===== config.mk =====
export PLATFORM = sky130hd
export DESIGN_NAME = nft_needle_firing_timer
export DESIGN_NICKNAME = d
export VERILOG_FILES = /design/src/shared/nft_pkg.sv /design/src/rtl/nft_needle_firing_timer.sv
export SDC_FILE = /design/constraint.sdc
export NUM_CORES = 1
export LEC_CHECK = 0
export BUFFER_PORTS_ARGS = -buffer_cell sky130_fd_sc_hd__buf_2
export CORE_ASPECT_RATIO = 0.8
export CORE_MARGIN = 2
export CORE_UTILIZATION = 63
export CTS_CLUSTER_SIZE = 30
export DETAILED_ROUTE_END_ITERATION = 7
export HOLD_SLACK_MARGIN = 0.03
export PLACE_DENSITY = 0.83
export RECOVER_POWER = 50
export SETUP_SLACK_MARGIN = 0.5
export SYNTH_ARGS = -nofsm -noshare
export SYNTH_HDL_FRONTEND = slang
export SYNTH_SLANG_ARGS = --single-unit

===== constraint.sdc =====
create_clock -name clk -period 6.5 [get_ports clk]
set_clock_uncertainty 0.05 [all_clocks]
set_input_delay 0.325 -clock clk [delete_from_list [all_inputs] [get_ports clk]]
set_output_delay 0.325 -clock clk [all_outputs]
set_load 0.05 [all_outputs]

===== src/shared/nft_pkg.sv =====
package nft_pkg;

  // ************************************************************
  // Register map (byte addresses, one word each)
  // ************************************************************
  localparam logic [7:0] OFS_CTRL   = 8'h00;
  localparam logic [7:0] OFS_ENERGY = 8'h04;
  localparam logic [7:0] OFS_HOLD   = 8'h08;
  localparam logic [7:0] OFS_CHOPP  = 8'h0C;
  localparam logic [7:0] OFS_CHOFF  = 8'h10;
  localparam logic [7:0] OFS_PAT0   = 8'h14;
  localparam logic [7:0] OFS_PAT1   = 8'h18;
  localparam logic [7:0] OFS_PAT2   = 8'h1C;
  localparam logic [7:0] OFS_STATUS = 8'h20;

  // Control register field positions
  localparam int CTRL_NEEDLE_LSB = 0;
  localparam int CTRL_DIR_BIT    = 2;
  localparam int CTRL_DMA_BIT    = 3;
  localparam int CTRL_TRST_BIT   = 4;
  localparam int CTRL_EN_BIT     = 5;

  // Needle count codes
  localparam logic [1:0] NEEDLES_9  = 2'h0;
  localparam logic [1:0] NEEDLES_18 = 2'h1;

  // ************************************************************
  // Timing: base clock recreated from the system clock
  // ************************************************************
  localparam int SYS_CLK_KHZ  = 250000;
  localparam int BASE_CLK_KHZ = 12288;
  localparam int PRESCALE     = 16;
  localparam int DISCH_TICKS  = 23;

  // Reset values
  localparam logic [31:0] CTRL_RST  = 32'h0000_0000;
  localparam logic [31:0] TIMER_RST = 32'h0000_0000;

  // Firing phases, Gray along the cycle
  typedef enum logic [1:0] {
    PH_IDLE     = 2'b00,
    PH_ENERGIZE = 2'b01,
    PH_HOLD     = 2'b11,
    PH_DISCHRG  = 2'b10
  } nft_phase_t;

  // Print head control settings
  typedef struct packed {
    logic       timerEnable;
    logic       dmaRequest;
    logic       printDir;
    logic [1:0] needleCount;
  } nft_ctrl_t;

endpackage : nft_pkg


===== src/rtl/nft_needle_firing_timer.sv =====
// Our own choices: the APB register port and the address map.
`timescale 1ns/100ps
// Overview of operation
// RQ1 - All needle timers advance on a tick made by dividing the 12.288 MHz base clock by 16.
// RQ2 - The control register holds needle count, direction, DMA request, timer reset and enable.
// RQ3 - A writable value sets the energize interval length in prescaled ticks.
// RQ4 - A writable value sets the hold interval length in prescaled ticks.
// RQ5 - A writable value sets the chopper period used during firing.
// RQ6 - A writable value sets the coil off-time inside each chopper period.
// RQ7 - Three consecutive registers hold a needle pattern of up to 24 bits.
// RQ8 - DMA requests load each needle pattern and ask for the bit map to be cleared.
// RQ9 - A firing cycle energizes, chops on and off, then discharges to the supply.
// RQ10 - Software programs low energy as 100, 100, 37.5 and 12.5 microseconds.
// RQ11 - Software programs normal energy as 115 and 85 microseconds, same chopper.
// RQ12 - Firing cycles start no faster than 2400 per second for text, 2100 for graphics; the code sets no rate limit.
// RQ13 - Timer reset clears all timers; timers count only when enabled; hold follows energize.
module nft_needle_firing_timer
  import nft_pkg::*;
#(
  parameter int TW = 12,
  parameter int NW = 24
)(
  // Clock and reset
  input  wire logic          clk,
  input  wire logic          nrst,
  // APB slave
  input  wire logic          psel,
  input  wire logic          penable,
  input  wire logic          pwrite,
  input  wire logic [7:0]    paddr,
  input  wire logic [31:0]   pwdata,
  output logic      [31:0]   prdata,
  output logic               pready,
  output logic               pslverr,
  // DMA handshake
  output logic               dmaPatReq,
  output logic               dmaClrReq,
  input  wire logic          dmaClrAck,
  // Head drive
  output logic [NW-1:0]      coilDrive,
  output logic [NW-1:0]      coilClamp,
  output logic               headDir
);

  // ************************************************************
  // Bus decode
  // ************************************************************
  logic            setupPh;
  logic            wrEn;
  logic            hitCtrl;
  logic            hitT1;
  logic            hitT2;
  logic            hitT3;
  logic            hitT4;
  logic            hitP0;
  logic            hitP1;
  logic            hitP2;
  logic            hitStat;
  logic            mapped;
  logic            accessPh;

  assign setupPh  = psel && !penable;
  assign accessPh = psel && penable;
  assign hitCtrl  = paddr == OFS_CTRL;
  assign hitT1    = paddr == OFS_ENERGY;
  assign hitT2    = paddr == OFS_HOLD;
  assign hitT3    = paddr == OFS_CHOPP;
  assign hitT4    = paddr == OFS_CHOFF;
  assign hitP0    = paddr == OFS_PAT0;
  assign hitP1    = paddr == OFS_PAT1;
  assign hitP2    = paddr == OFS_PAT2;
  assign hitStat  = paddr == OFS_STATUS;
  assign mapped   = hitCtrl | hitT1 | hitT2 | hitT3 | hitT4 | hitP0 | hitP1 | hitP2
                  | hitStat;
  assign wrEn     = accessPh && pwrite && mapped;
  // Zero-wait slave; errors only flag an unmapped access
  assign pready   = 1'b1;
  assign pslverr  = accessPh && !mapped;

  // ************************************************************
  // Registers
  // ************************************************************
  nft_ctrl_t       ctrl_reg;
  logic [TW-1:0]   t1_reg;
  logic [TW-1:0]   t2_reg;
  logic [TW-1:0]   t3_reg;
  logic [TW-1:0]   t4_reg;
  logic [23:0]     pat_reg;
  logic            patValid_reg;
  logic            timerReset;
  logic [31:0]     rdMux;
  logic [31:0]     prdata_reg;

  // Reset bit is a write-one pulse, it never reads back as set
  assign timerReset = wrEn && hitCtrl && pwdata[CTRL_TRST_BIT];  // see RQ13

  // Setting registers written by software
  always_ff @(posedge clk or negedge nrst)
  begin
    if (!nrst)
    begin
      ctrl_reg <= nft_ctrl_t'(CTRL_RST[4:0]);
      t1_reg   <= TIMER_RST[TW-1:0];
      t2_reg   <= TIMER_RST[TW-1:0];
      t3_reg   <= TIMER_RST[TW-1:0];
      t4_reg   <= TIMER_RST[TW-1:0];
      pat_reg  <= 24'h00_0000;
    end
    else if (wrEn)
    begin
      if (hitCtrl)
        ctrl_reg <= nft_ctrl_t'({pwdata[CTRL_EN_BIT], pwdata[CTRL_DMA_BIT],
                                 pwdata[CTRL_DIR_BIT], pwdata[CTRL_NEEDLE_LSB +: 2]});  // see RQ2
      if (hitT1) t1_reg <= pwdata[TW-1:0];  // see RQ3
      if (hitT2) t2_reg <= pwdata[TW-1:0];  // see RQ4
      if (hitT3) t3_reg <= pwdata[TW-1:0];  // see RQ5
      if (hitT4) t4_reg <= pwdata[TW-1:0];  // see RQ6
      if (hitP0) pat_reg[7:0]   <= pwdata[7:0];  // see RQ7
      if (hitP1) pat_reg[15:8]  <= pwdata[7:0];  // see RQ7
      if (hitP2) pat_reg[23:16] <= pwdata[7:0];  // see RQ7
    end
  end

  // ************************************************************
  // Prescaler: fractional step rebuilds the base clock, then /16
  // ************************************************************
  logic [17:0]     acc_reg;
  logic [18:0]     accSum;
  logic            baseTick;
  logic [3:0]      pre_reg;
  logic            tick_reg;

  assign accSum   = {1'b0, acc_reg} + 19'(BASE_CLK_KHZ);
  assign baseTick = accSum >= 19'(SYS_CLK_KHZ);

  // Jitter of one system clock per base edge is the price of a 250 MHz source
  always_ff @(posedge clk or negedge nrst)
  begin
    if (!nrst)
    begin
      acc_reg  <= 18'h0_0000;
      pre_reg  <= 4'h0;
      tick_reg <= 1'b0;
    end
    else
    begin
      acc_reg  <= baseTick ? 18'(accSum - 19'(SYS_CLK_KHZ)) : accSum[17:0];  // see RQ1
      pre_reg  <= timerReset ? 4'h0 : (baseTick ? pre_reg + 4'h1 : pre_reg);  // see RQ1
      tick_reg <= baseTick && (pre_reg == 4'(PRESCALE - 1)) && !timerReset;  // see RQ1
    end
  end

  // ************************************************************
  // Firing sequencer
  // ************************************************************
  nft_phase_t      phase_reg;
  nft_phase_t      phase_next;
  logic [TW-1:0]   cnt_reg;
  logic [TW-1:0]   cnt_next;
  logic [TW-1:0]   chop_reg;
  logic [TW-1:0]   chop_next;
  logic [23:0]     act_reg;
  logic            step;
  logic            expire;
  logic            start;
  logic            chopWrap;
  logic            chopOff;
  logic [NW-1:0]   needleMask;

  // Counting needs the enable; a pending pattern launches a cycle
  assign step     = tick_reg && ctrl_reg.timerEnable;  // see RQ13
  assign expire   = cnt_reg <= TW'(1);
  // A timer reset in the same cycle must not swallow the pending pattern
  assign start    = step && !timerReset && (phase_reg == PH_IDLE) && patValid_reg;
  assign chopWrap = chop_reg + TW'(1) >= t3_reg;
  // Off window sits at the tail of each chopper period
  assign chopOff  = ({1'b0, chop_reg} + {1'b0, t4_reg}) >= {1'b0, t3_reg};  // see RQ6

  // Phase and counter next values
  always_comb
  begin
    phase_next = phase_reg;
    cnt_next   = cnt_reg;
    chop_next  = chop_reg;
    if (timerReset)
    begin
      phase_next = PH_IDLE;  // see RQ13
      cnt_next   = '0;
      chop_next  = '0;
    end
    else if (step)
    begin
      unique case (phase_reg)
        PH_IDLE:
          if (start)
          begin
            phase_next = PH_ENERGIZE;  // see RQ9
            cnt_next   = t1_reg;  // see RQ3
          end
        PH_ENERGIZE:
          if (expire)
          begin
            phase_next = PH_HOLD;  // see RQ13
            cnt_next   = t2_reg;  // see RQ4
            chop_next  = '0;
          end
          else
            cnt_next = cnt_reg - TW'(1);
        PH_HOLD:
        begin
          chop_next = chopWrap ? '0 : chop_reg + TW'(1);  // see RQ5
          if (expire)
          begin
            phase_next = PH_DISCHRG;  // see RQ9
            cnt_next   = TW'(DISCH_TICKS);
          end
          else
            cnt_next = cnt_reg - TW'(1);
        end
        PH_DISCHRG:
          if (expire)
            phase_next = PH_IDLE;
          else
            cnt_next = cnt_reg - TW'(1);
      endcase
    end
  end

  // Sequencer state
  always_ff @(posedge clk or negedge nrst)
  begin
    if (!nrst)
    begin
      phase_reg <= PH_IDLE;
      cnt_reg   <= '0;
      chop_reg  <= '0;
    end
    else
    begin
      phase_reg <= phase_next;
      cnt_reg   <= cnt_next;
      chop_reg  <= chop_next;
    end
  end

  // ************************************************************
  // Pattern hand-off and DMA requests
  // ************************************************************
  // Top byte write completes a pattern; the set beats a same-cycle start
  always_ff @(posedge clk or negedge nrst)
  begin
    if (!nrst)
    begin
      patValid_reg <= 1'b0;
      act_reg      <= 24'h00_0000;
      dmaClrReq    <= 1'b0;
    end
    else
    begin
      patValid_reg <= (wrEn && hitP2) || (patValid_reg && !start);  // see RQ7
      if (start)
        act_reg <= pat_reg;
      dmaClrReq <= start || (dmaClrReq && !dmaClrAck);  // see RQ8
    end
  end

  // Pattern request stays up while the head waits for a new column
  assign dmaPatReq = ctrl_reg.dmaRequest && !patValid_reg;  // see RQ8

  // ************************************************************
  // Coil drive outputs
  // ************************************************************
  logic            driveOn;
  logic            clampOn;
  logic [23:0]     firePat;

  // The active copy loads on the start edge itself, so bypass it there
  assign firePat = start ? pat_reg : act_reg;  // see RQ7

  assign needleMask = (ctrl_reg.needleCount == NEEDLES_9)  ? NW'(24'h00_01FF) :
                      (ctrl_reg.needleCount == NEEDLES_18) ? NW'(24'h03_FFFF) :
                                                             NW'(24'hFF_FFFF);
  // Drive chops in hold; clamp keeps recirculation until discharge
  assign driveOn = (phase_next == PH_ENERGIZE)
                || (phase_next == PH_HOLD && !((phase_reg == PH_HOLD) && chopOff));  // see RQ9
  assign clampOn = (phase_next == PH_ENERGIZE) || (phase_next == PH_HOLD);  // see RQ9

  // Registered so the coil transistors never see decode glitches
  always_ff @(posedge clk or negedge nrst)
  begin
    if (!nrst)
    begin
      coilDrive <= '0;
      coilClamp <= '0;
      headDir   <= 1'b0;
    end
    else
    begin
      coilDrive <= driveOn ? (NW'(firePat) & needleMask) : '0;
      coilClamp <= clampOn ? (NW'(firePat) & needleMask) : '0;
      headDir   <= ctrl_reg.printDir;
    end
  end

  // ************************************************************
  // Read data, captured in the setup cycle
  // ************************************************************
  assign rdMux = hitCtrl ? {26'h0, ctrl_reg.timerEnable, 1'b0, ctrl_reg.dmaRequest,
                            ctrl_reg.printDir, ctrl_reg.needleCount} :
                 hitT1   ? 32'(t1_reg) :
                 hitT2   ? 32'(t2_reg) :
                 hitT3   ? 32'(t3_reg) :
                 hitT4   ? 32'(t4_reg) :
                 hitP0   ? {24'h0, pat_reg[7:0]} :
                 hitP1   ? {24'h0, pat_reg[15:8]} :
                 hitP2   ? {24'h0, pat_reg[23:16]} :
                 hitStat ? {27'h0, |coilDrive, dmaClrReq, patValid_reg, phase_reg} :
                           32'h0000_0000;

  always_ff @(posedge clk or negedge nrst)
  begin
    if (!nrst)
      prdata_reg <= 32'h0000_0000;
    else if (setupPh)
      prdata_reg <= rdMux;
  end

  assign prdata = prdata_reg;
endmodule : nft_needle_firing_timer


==> results of run 1 <==
[synth_stat cells, types with 15 or more instances]
cell type    n  area [um2]
dfrtp_1    209        5230
mux2_2      74         833
nor2_1      72         270
nand2_1     61         229
inv_1       48         180
a21oi_1     47         235
ha_1        44         551
o21ai_0     34         170
nor3_1      33         165
xnor2_1     31         272
mux2i_1     30         300
buf_4       24         180
nor2b_1     23         144
nand3_1     22         110
clkbuf_1    15        56.3
[worst register-to-register path: stages, from the launching register on]
cell	delay [ns]
dfrtp_1	0.45
ha_1	0.24
fa_1	0.43
a211oi_1	0.23
nor2_1	0.12
o21ai_0	0.39
nand2b_1	0.11
a21oi_1	0.19
xnor2_1	0.14
ha_1	0.26
a21o_1	0.19
a211oi_1	0.23
o22a_1	0.20
o311ai_4	0.35
nor3_1	0.30
[power breakdown]
group	switching (mW)	leakage, nW	total, mW	internal, mW
Clock	0.495	0.313	1.17	0.675
Combinational	0.125	2.64	0.148	0.0231
Sequential	0.00708	2.78	1.32	1.31
[routing by layer]
layer	up-vias	global-route usage (%)	share of wire, %
li1	3687	-	-
met1	3972	43.4	44
met2	296	46.0	46
met3	67	5.96	7.7
met4	2	8.75	2.7
met5	-	0	0.049
[worst min path at each step]
stage                                  startpoint                       to  cells after the start
after floorplan                              nrst  acc_reg[10]$_DFFE_PN0N_                      0
after global placement    ctrl_reg[2]$_DFFE_PN0N_        headDir$_DFF_PN0_                      0
after detailed placement  ctrl_reg[2]$_DFFE_PN0N_        headDir$_DFF_PN0_                      0
after CTS                               pwdata[8]    t3_reg[8]$_DFFE_PN0P_                      3
after global routing                    pwdata[8]    t2_reg[8]$_DFFE_PN0P_                      2
final                                  pwdata[10]   t3_reg[10]$_DFFE_PN0P_                      3
[metrics by stage]
step           hold slack, ns  setup slack, ns  total power [mW]  utilization (%)
2_1_floorplan         -0.0206             3.15              1.44                -
6_report               0.0466             2.52              2.64             70.9
3_3_place_gp            0.349             2.61              1.49             67.5
3_5_place_dp            0.366             2.53              1.49             67.5
4_1_cts                0.0411             2.52              2.65             71.5
5_1_grt                0.0734             1.96              2.71             70.9
[logic make-up (layout without fill, tap and decap cells)]
| family | after synthesis | in the layout | share of synthesized area [%] |
|---|---|---|---|
| flops | 209 | 209 | 49.0 |
| other cells | 2 | 21 | 0.0704 |
| buf+inv | 108 | 181 | 5.00 |
| compound gates | 194 | 194 | 12.3 |
| fa+ha+maj | 46 | 46 | 5.44 |
| xor+xnor | 38 | 38 | 3.12 |
| simple gates | 294 | 294 | 14.3 |
| mux | 104 | 104 | 10.6 |
[cell type report]
type / instances / share of cell area, %
tap: 220 / 2.34
timing repair buffer: 96 / 3.54
clock inverter: 10 / 0.917
inverter: 49 / 1.57
sequential: 209 / 44.6
clock buffer: 26 / 4.64
multi-input combinational: 697 / 42.4
[repair_timing]
item	4_1_cts	5_1_grt
hold endpoints to repair	128	0
endpoints found under the setup margin	0	0
hold buffers	2	0
==> impl_metrics.tcl, run 1 <==
set metrics [dict create \
    crit_type "flop to flop" \
    gp_congestion 0.902 \
    ant_nets 0 \
    synth-seq-cells 209 \
    drt-total-wl_mm 26.3 \
    synth_edf_count 0 \
    place_area_um2 11200 \
    ctsResizeCount 0 \
    maxCapViolCount 1 \
    antenna_found_initial 1 \
    regToRegEndpoint "coilDrive[13]$_DFF_PN0_" \
    tns_ns 0 \
    n_fill_cell 1232 \
    rsz0062_at_grt "false" \
    crit_family "compound AO/OA/AOI/OAI gates" \
    diodes 0 \
    cts_tree "done" \
    cp_cell_sequence "ha_1, fa_1, a211oi_1, nor2_1, o21ai_0, nand2b_1, a21oi_1, xnor2_1, ha_1, a21o_1, a211oi_1, o22a_1, o311ai_4, nor3_1" \
    layout-drive-gt1-share_pct 14.3 \
    grt_pass1_vias 7780 \
    worstRegToRegCells 14 \
    drv_slew 129 \
    htree_levels 1 \
    syn_area_um2 10700 \
    dp_hpwl_mm 18.5 \
    clkTransAtPathRegs_ns 0.06 \
    fin_crit_ns 3.98 \
    end_kind "flop" \
    max_freq_mhz 251 \
    postCtsSetupRepairBufs 0 \
    grtUsageTotal_pct 29.9 \
    synthCells 995 \
    leakage_nw 5.73 \
    fin_cells 1307 \
    grt_pass1_wl_mm 42.0 \
    setup_viol 0 \
    hold_violations 0 \
    die-area_um2 18000 \
    start_util_pct 64.4 \
    drt_iter0_drc 618 \
    drc 0 \
    numClockSinks 209 \
    status "finished, violations left" \
    yosysWarnings 0 \
    port_buffers 89 \
    rr_startpoint "chop_reg[0]$_DFFE_PN0P_" \
    fp.dieW_um 149 \
    cp-endpoint "coilDrive[13]$_DFF_PN0_" \
    std_cell_rows 42 \
    layout.nets 1165 \
    p_per_area_nw_per_um2 224 \
    final_area_um2 11700 \
    gr-total-overflow 0 \
    avgViaCountPerCell 6.14 \
    crit_cells 14 \
    worstSkewPairLatency_ns 0.50 \
    violations "max-capacitance violations, max-slew violations" \
    drt-pass1-iter-count 6 \
    slew-limit-headroom_pct -110 \
    clockBufferDepth 3 \
    worst_pin_slew_ns 3.15 \
    vias 8024 \
    worst-path-buf-inv 0 \
    arrival_ns 4.33 \
    multi_input_area_um2 4980 \
    dp_cells 1269 \
    wl_per_cell_um 20.1 \
    startpoint_type "flop" \
    area_growth_pct 10.1 \
    ios 131 \
    synth_seq_area_share_pct 49.0 \
    ys_async_sr_fraction_pct 100 \
    period_share_pct 61.2 \
    clock-root-buffer "clkbuf_16" \
    ys.flop_type "dfrtp_1" \
    die_h_um 120 \
    layout_common_cells "dfrtp_1, mux2_2, nor2_1, clkbuf_1, nand2_1" \
    numCtsBuffers 21 \
    cp_slowest_cell "dfrtp_1" \
    irDropWorstVdd_mv 0.226 \
    startpoint "chop_reg[0]$_DFFE_PN0P_" \
    core_um2 16600 \
    hp-class "primary input to flop" \
    required_ns 6.85 \
    crit_fanout 24 \
    grt_max_degree 129 \
    final_common_cell "dfrtp_1" \
    slowest_delay_ns 0.45 \
    ff_latch_area_um2 5230 \
    syn_area_per_cell_um2 10.7 \
    reg2reg_slack_ns 2.52 \
    synth.distinct_cells 68 \
]
(Power assumes the default switching activity.)
==> inputs of run 2 (changes only) <==
--- a/config.mk
+++ b/config.mk
@@ -8,11 +8,11 @@
 export BUFFER_PORTS_ARGS = -buffer_cell sky130_fd_sc_hd__buf_2
 export CORE_ASPECT_RATIO = 0.8
 export CORE_MARGIN = 2
-export CORE_UTILIZATION = 63
+export CORE_UTILIZATION = 59
 export CTS_CLUSTER_SIZE = 30
 export DETAILED_ROUTE_END_ITERATION = 7
 export HOLD_SLACK_MARGIN = 0.03
-export PLACE_DENSITY = 0.83
+export PLACE_DENSITY = 0.78
 export RECOVER_POWER = 50
 export SETUP_SLACK_MARGIN = 0.5
 export SYNTH_ARGS = -nofsm -noshare
==> constraint.sdc (replaced) <==
create_clock -name clk -period 4.15 [get_ports clk]
set_clock_uncertainty 0.05 [all_clocks]
set_input_delay 0.2075 -clock clk [delete_from_list [all_inputs] [get_ports clk]]
set_output_delay 0.2075 -clock clk [all_outputs]
set_load 0.05 [all_outputs]
==> run 2 against run 1 <==
Compared with the run above:
- via count increased by 3.4%
- utilization shrank 0.61 points
- the run still ends with max-capacitance violations, max-slew violations left
- first-iteration DRC count is 35% higher
- largest cell class unchanged
==> impl_metrics.tcl, run 2 (synthesized netlist as in run 1, its figures left out) <==
set metrics [dict create \
    status "finished, violations left" \
    violations "max-capacitance violations, max-slew violations" \
    clkTransAtPathRegs_ns 0.06 \
    hold_ws_ns 0.0469 \
    p_seq_share_pct 47.2 \
    avgViaCountPerCell 6.17 \
    drc 0 \
    end_kind "flop" \
    startpoint_type "flop" \
    port_buffers 89 \
    comb_power_share_pct 5.5 \
    clockBufferDepth 3 \
    cts_tree "done" \
    p_per_area_nw_per_um2 354 \
    grt_max_degree 90 \
    crit_fanout 6 \
    fp.dieW_um 154 \
    required_ns 4.52 \
    drt_iter0_drc 834 \
    drt-total-wl_mm 28.2 \
    layout_common_cells "dfrtp_1, mux2_2, nor2_1, clkbuf_1, nand2_1" \
    worstSkewPairLatency_ns 0.51 \
    arrival_ns 3.92 \
    rsz0062_at_grt "false" \
    p_sw_mw 1.04 \
    clock-root-buffer "clkbuf_16" \
    grtUsageTotal_pct 28.7 \
    start_util_pct 60.8 \
    irDropWorstVdd_mv 0.341 \
    vias 8300 \
    gr-total-overflow 0 \
    dp_hpwl_mm 18.8 \
    grt_pass1_wl_mm 43.2 \
    setup_ws_ns 0.601 \
    multi_input_area_um2 5210 \
    die_h_um 124 \
    place_ws_ns 0.194 \
    gp_congestion 0.966 \
    grt_pass1_vias 7836 \
    place_area_um2 11200 \
    p_int_mw 3.33 \
    numCtsBuffers 22 \
    period_share_pct 85.5 \
    numClockSinks 209 \
    switching_share_pct 23.7 \
    ios 131 \
    wl_per_cell_um 20.9 \
    area_growth_pct 15.6 \
    layout.nets 1195 \
    final_common_cell "dfrtp_1" \
    leakage_nw 6.09 \
    ff_latch_area_um2 5230 \
    antenna_found_initial 1 \
    crit_type "flop to flop" \
    die-area_um2 19200 \
    n_fill_cell 1334 \
    max_freq_mhz 282 \
    drt-pass1-iter-count 6 \
    p_clk_share_pct 47.2 \
    worst_pin_slew_ns 2.16 \
    ant_nets 0 \
    final_area_um2 12300 \
    tns_ns 0 \
    drv_slew 90 \
    hp-class "primary input to flop" \
    slew-limit-headroom_pct -44.3 \
    core_um2 17500 \
    setup_viol 0 \
    fin_crit_ns 3.55 \
    hold_violations 0 \
    htree_levels 1 \
    maxCapViolCount 1 \
    layout-drive-gt1-share_pct 19.3 \
    std_cell_rows 43 \
]
## run 2: cell types whose count changed in the layout (fill, tap and decap cells not counted), sizes merged, moves of 2 or more
cell	before	now
dlygate4sd3	2	10
o311ai	2	5
diode	0	2
buf	27	47
clkinv	5	8
clkinvlp	3	0
## run 2: power by group through the flow
stage / sequential, mW / combinational, mW / clock, mW
2_1_floorplan: 2.14 / 0.105 / 0
3_3_place_gp: 2.10 / 0.237 / 0
3_5_place_dp: 2.10 / 0.239 / 0
4_1_cts: 2.06 / 0.248 / 2.08
5_1_grt: 2.06 / 0.258 / 2.17
6_report: 2.06 / 0.242 / 2.06
## run 2: stage by stage
step,cells,util [%],power (mW)
floorplan,1014,-,2.25
global placement,1281,64.1,2.34
detailed placement,1281,64.1,2.34
CTS,1335,69.6,4.39
global route,1345,70.3,4.49
finish,1346,70.3,4.37
## run 2: repair_timing
item	CTS	global route
cloned	2	1
pin swaps	2	13
setup buffers	3	8
setup endpoints to repair	33	36
hold endpoints to repair	108	0
hold buffers	10	0
gates resized for setup	11	29
## run 2: path summary, 6_finish.rpt
path	startpoint	endpoint	slack [ns]	depth (start not counted)
worst min register to register	ctrl_reg[2]$_DFFE_PN0N_	headDir$_DFF_PN0_	0.41	0
worst max-delay path	chop_reg[0]$_DFFE_PN0P_	coilDrive[0]$_DFF_PN0_	0.60	15
worst max register to register	chop_reg[0]$_DFFE_PN0P_	coilDrive[0]$_DFF_PN0_	0.60	15
min in group asynchronous	nrst	coilClamp[7]$_DFF_PN0_	0.82	2
max in group asynchronous	nrst	chop_reg[0]$_DFFE_PN0P_	0.98	3
worst min-delay path	pwdata[7]	t3_reg[7]$_DFFE_PN0P_	0.05	3
## run 2: worst max-delay path, stage by stage, from the launching register on
cell and delay (ns):
dfrtp_2 0.44, ha_4 0.18, fa_2 0.40, a211oi_2 0.25, nor2_2 0.10, o21a_1 0.18
nor2_1 0.13, xnor2_1 0.09, ha_1 0.35, and4_1 0.17, nand4_1 0.12, a21oi_2 0.09
o31ai_4 0.25, buf_6 0.18, o311ai_4 0.24, nor3_2 0.23
## run 2: routing by layer
metal  part of all wire, %  track usage, %
met4                   2.4            8.28
met1                    44            42.0
met5                     0               0
met3                   8.5            6.41
met2                    46            43.4
## run 2: cell type report
cell class | instances | area share, %
multi-input cells | 700 | 42.3
clock buffers | 27 | 4.95
diodes | 2 | 0.0406
well taps | 225 | 2.28
inverters | 49 | 1.49
repair buffers | 122 | 5.31
clock inverters | 12 | 1.21
flip-flops and latches | 209 | 42.4
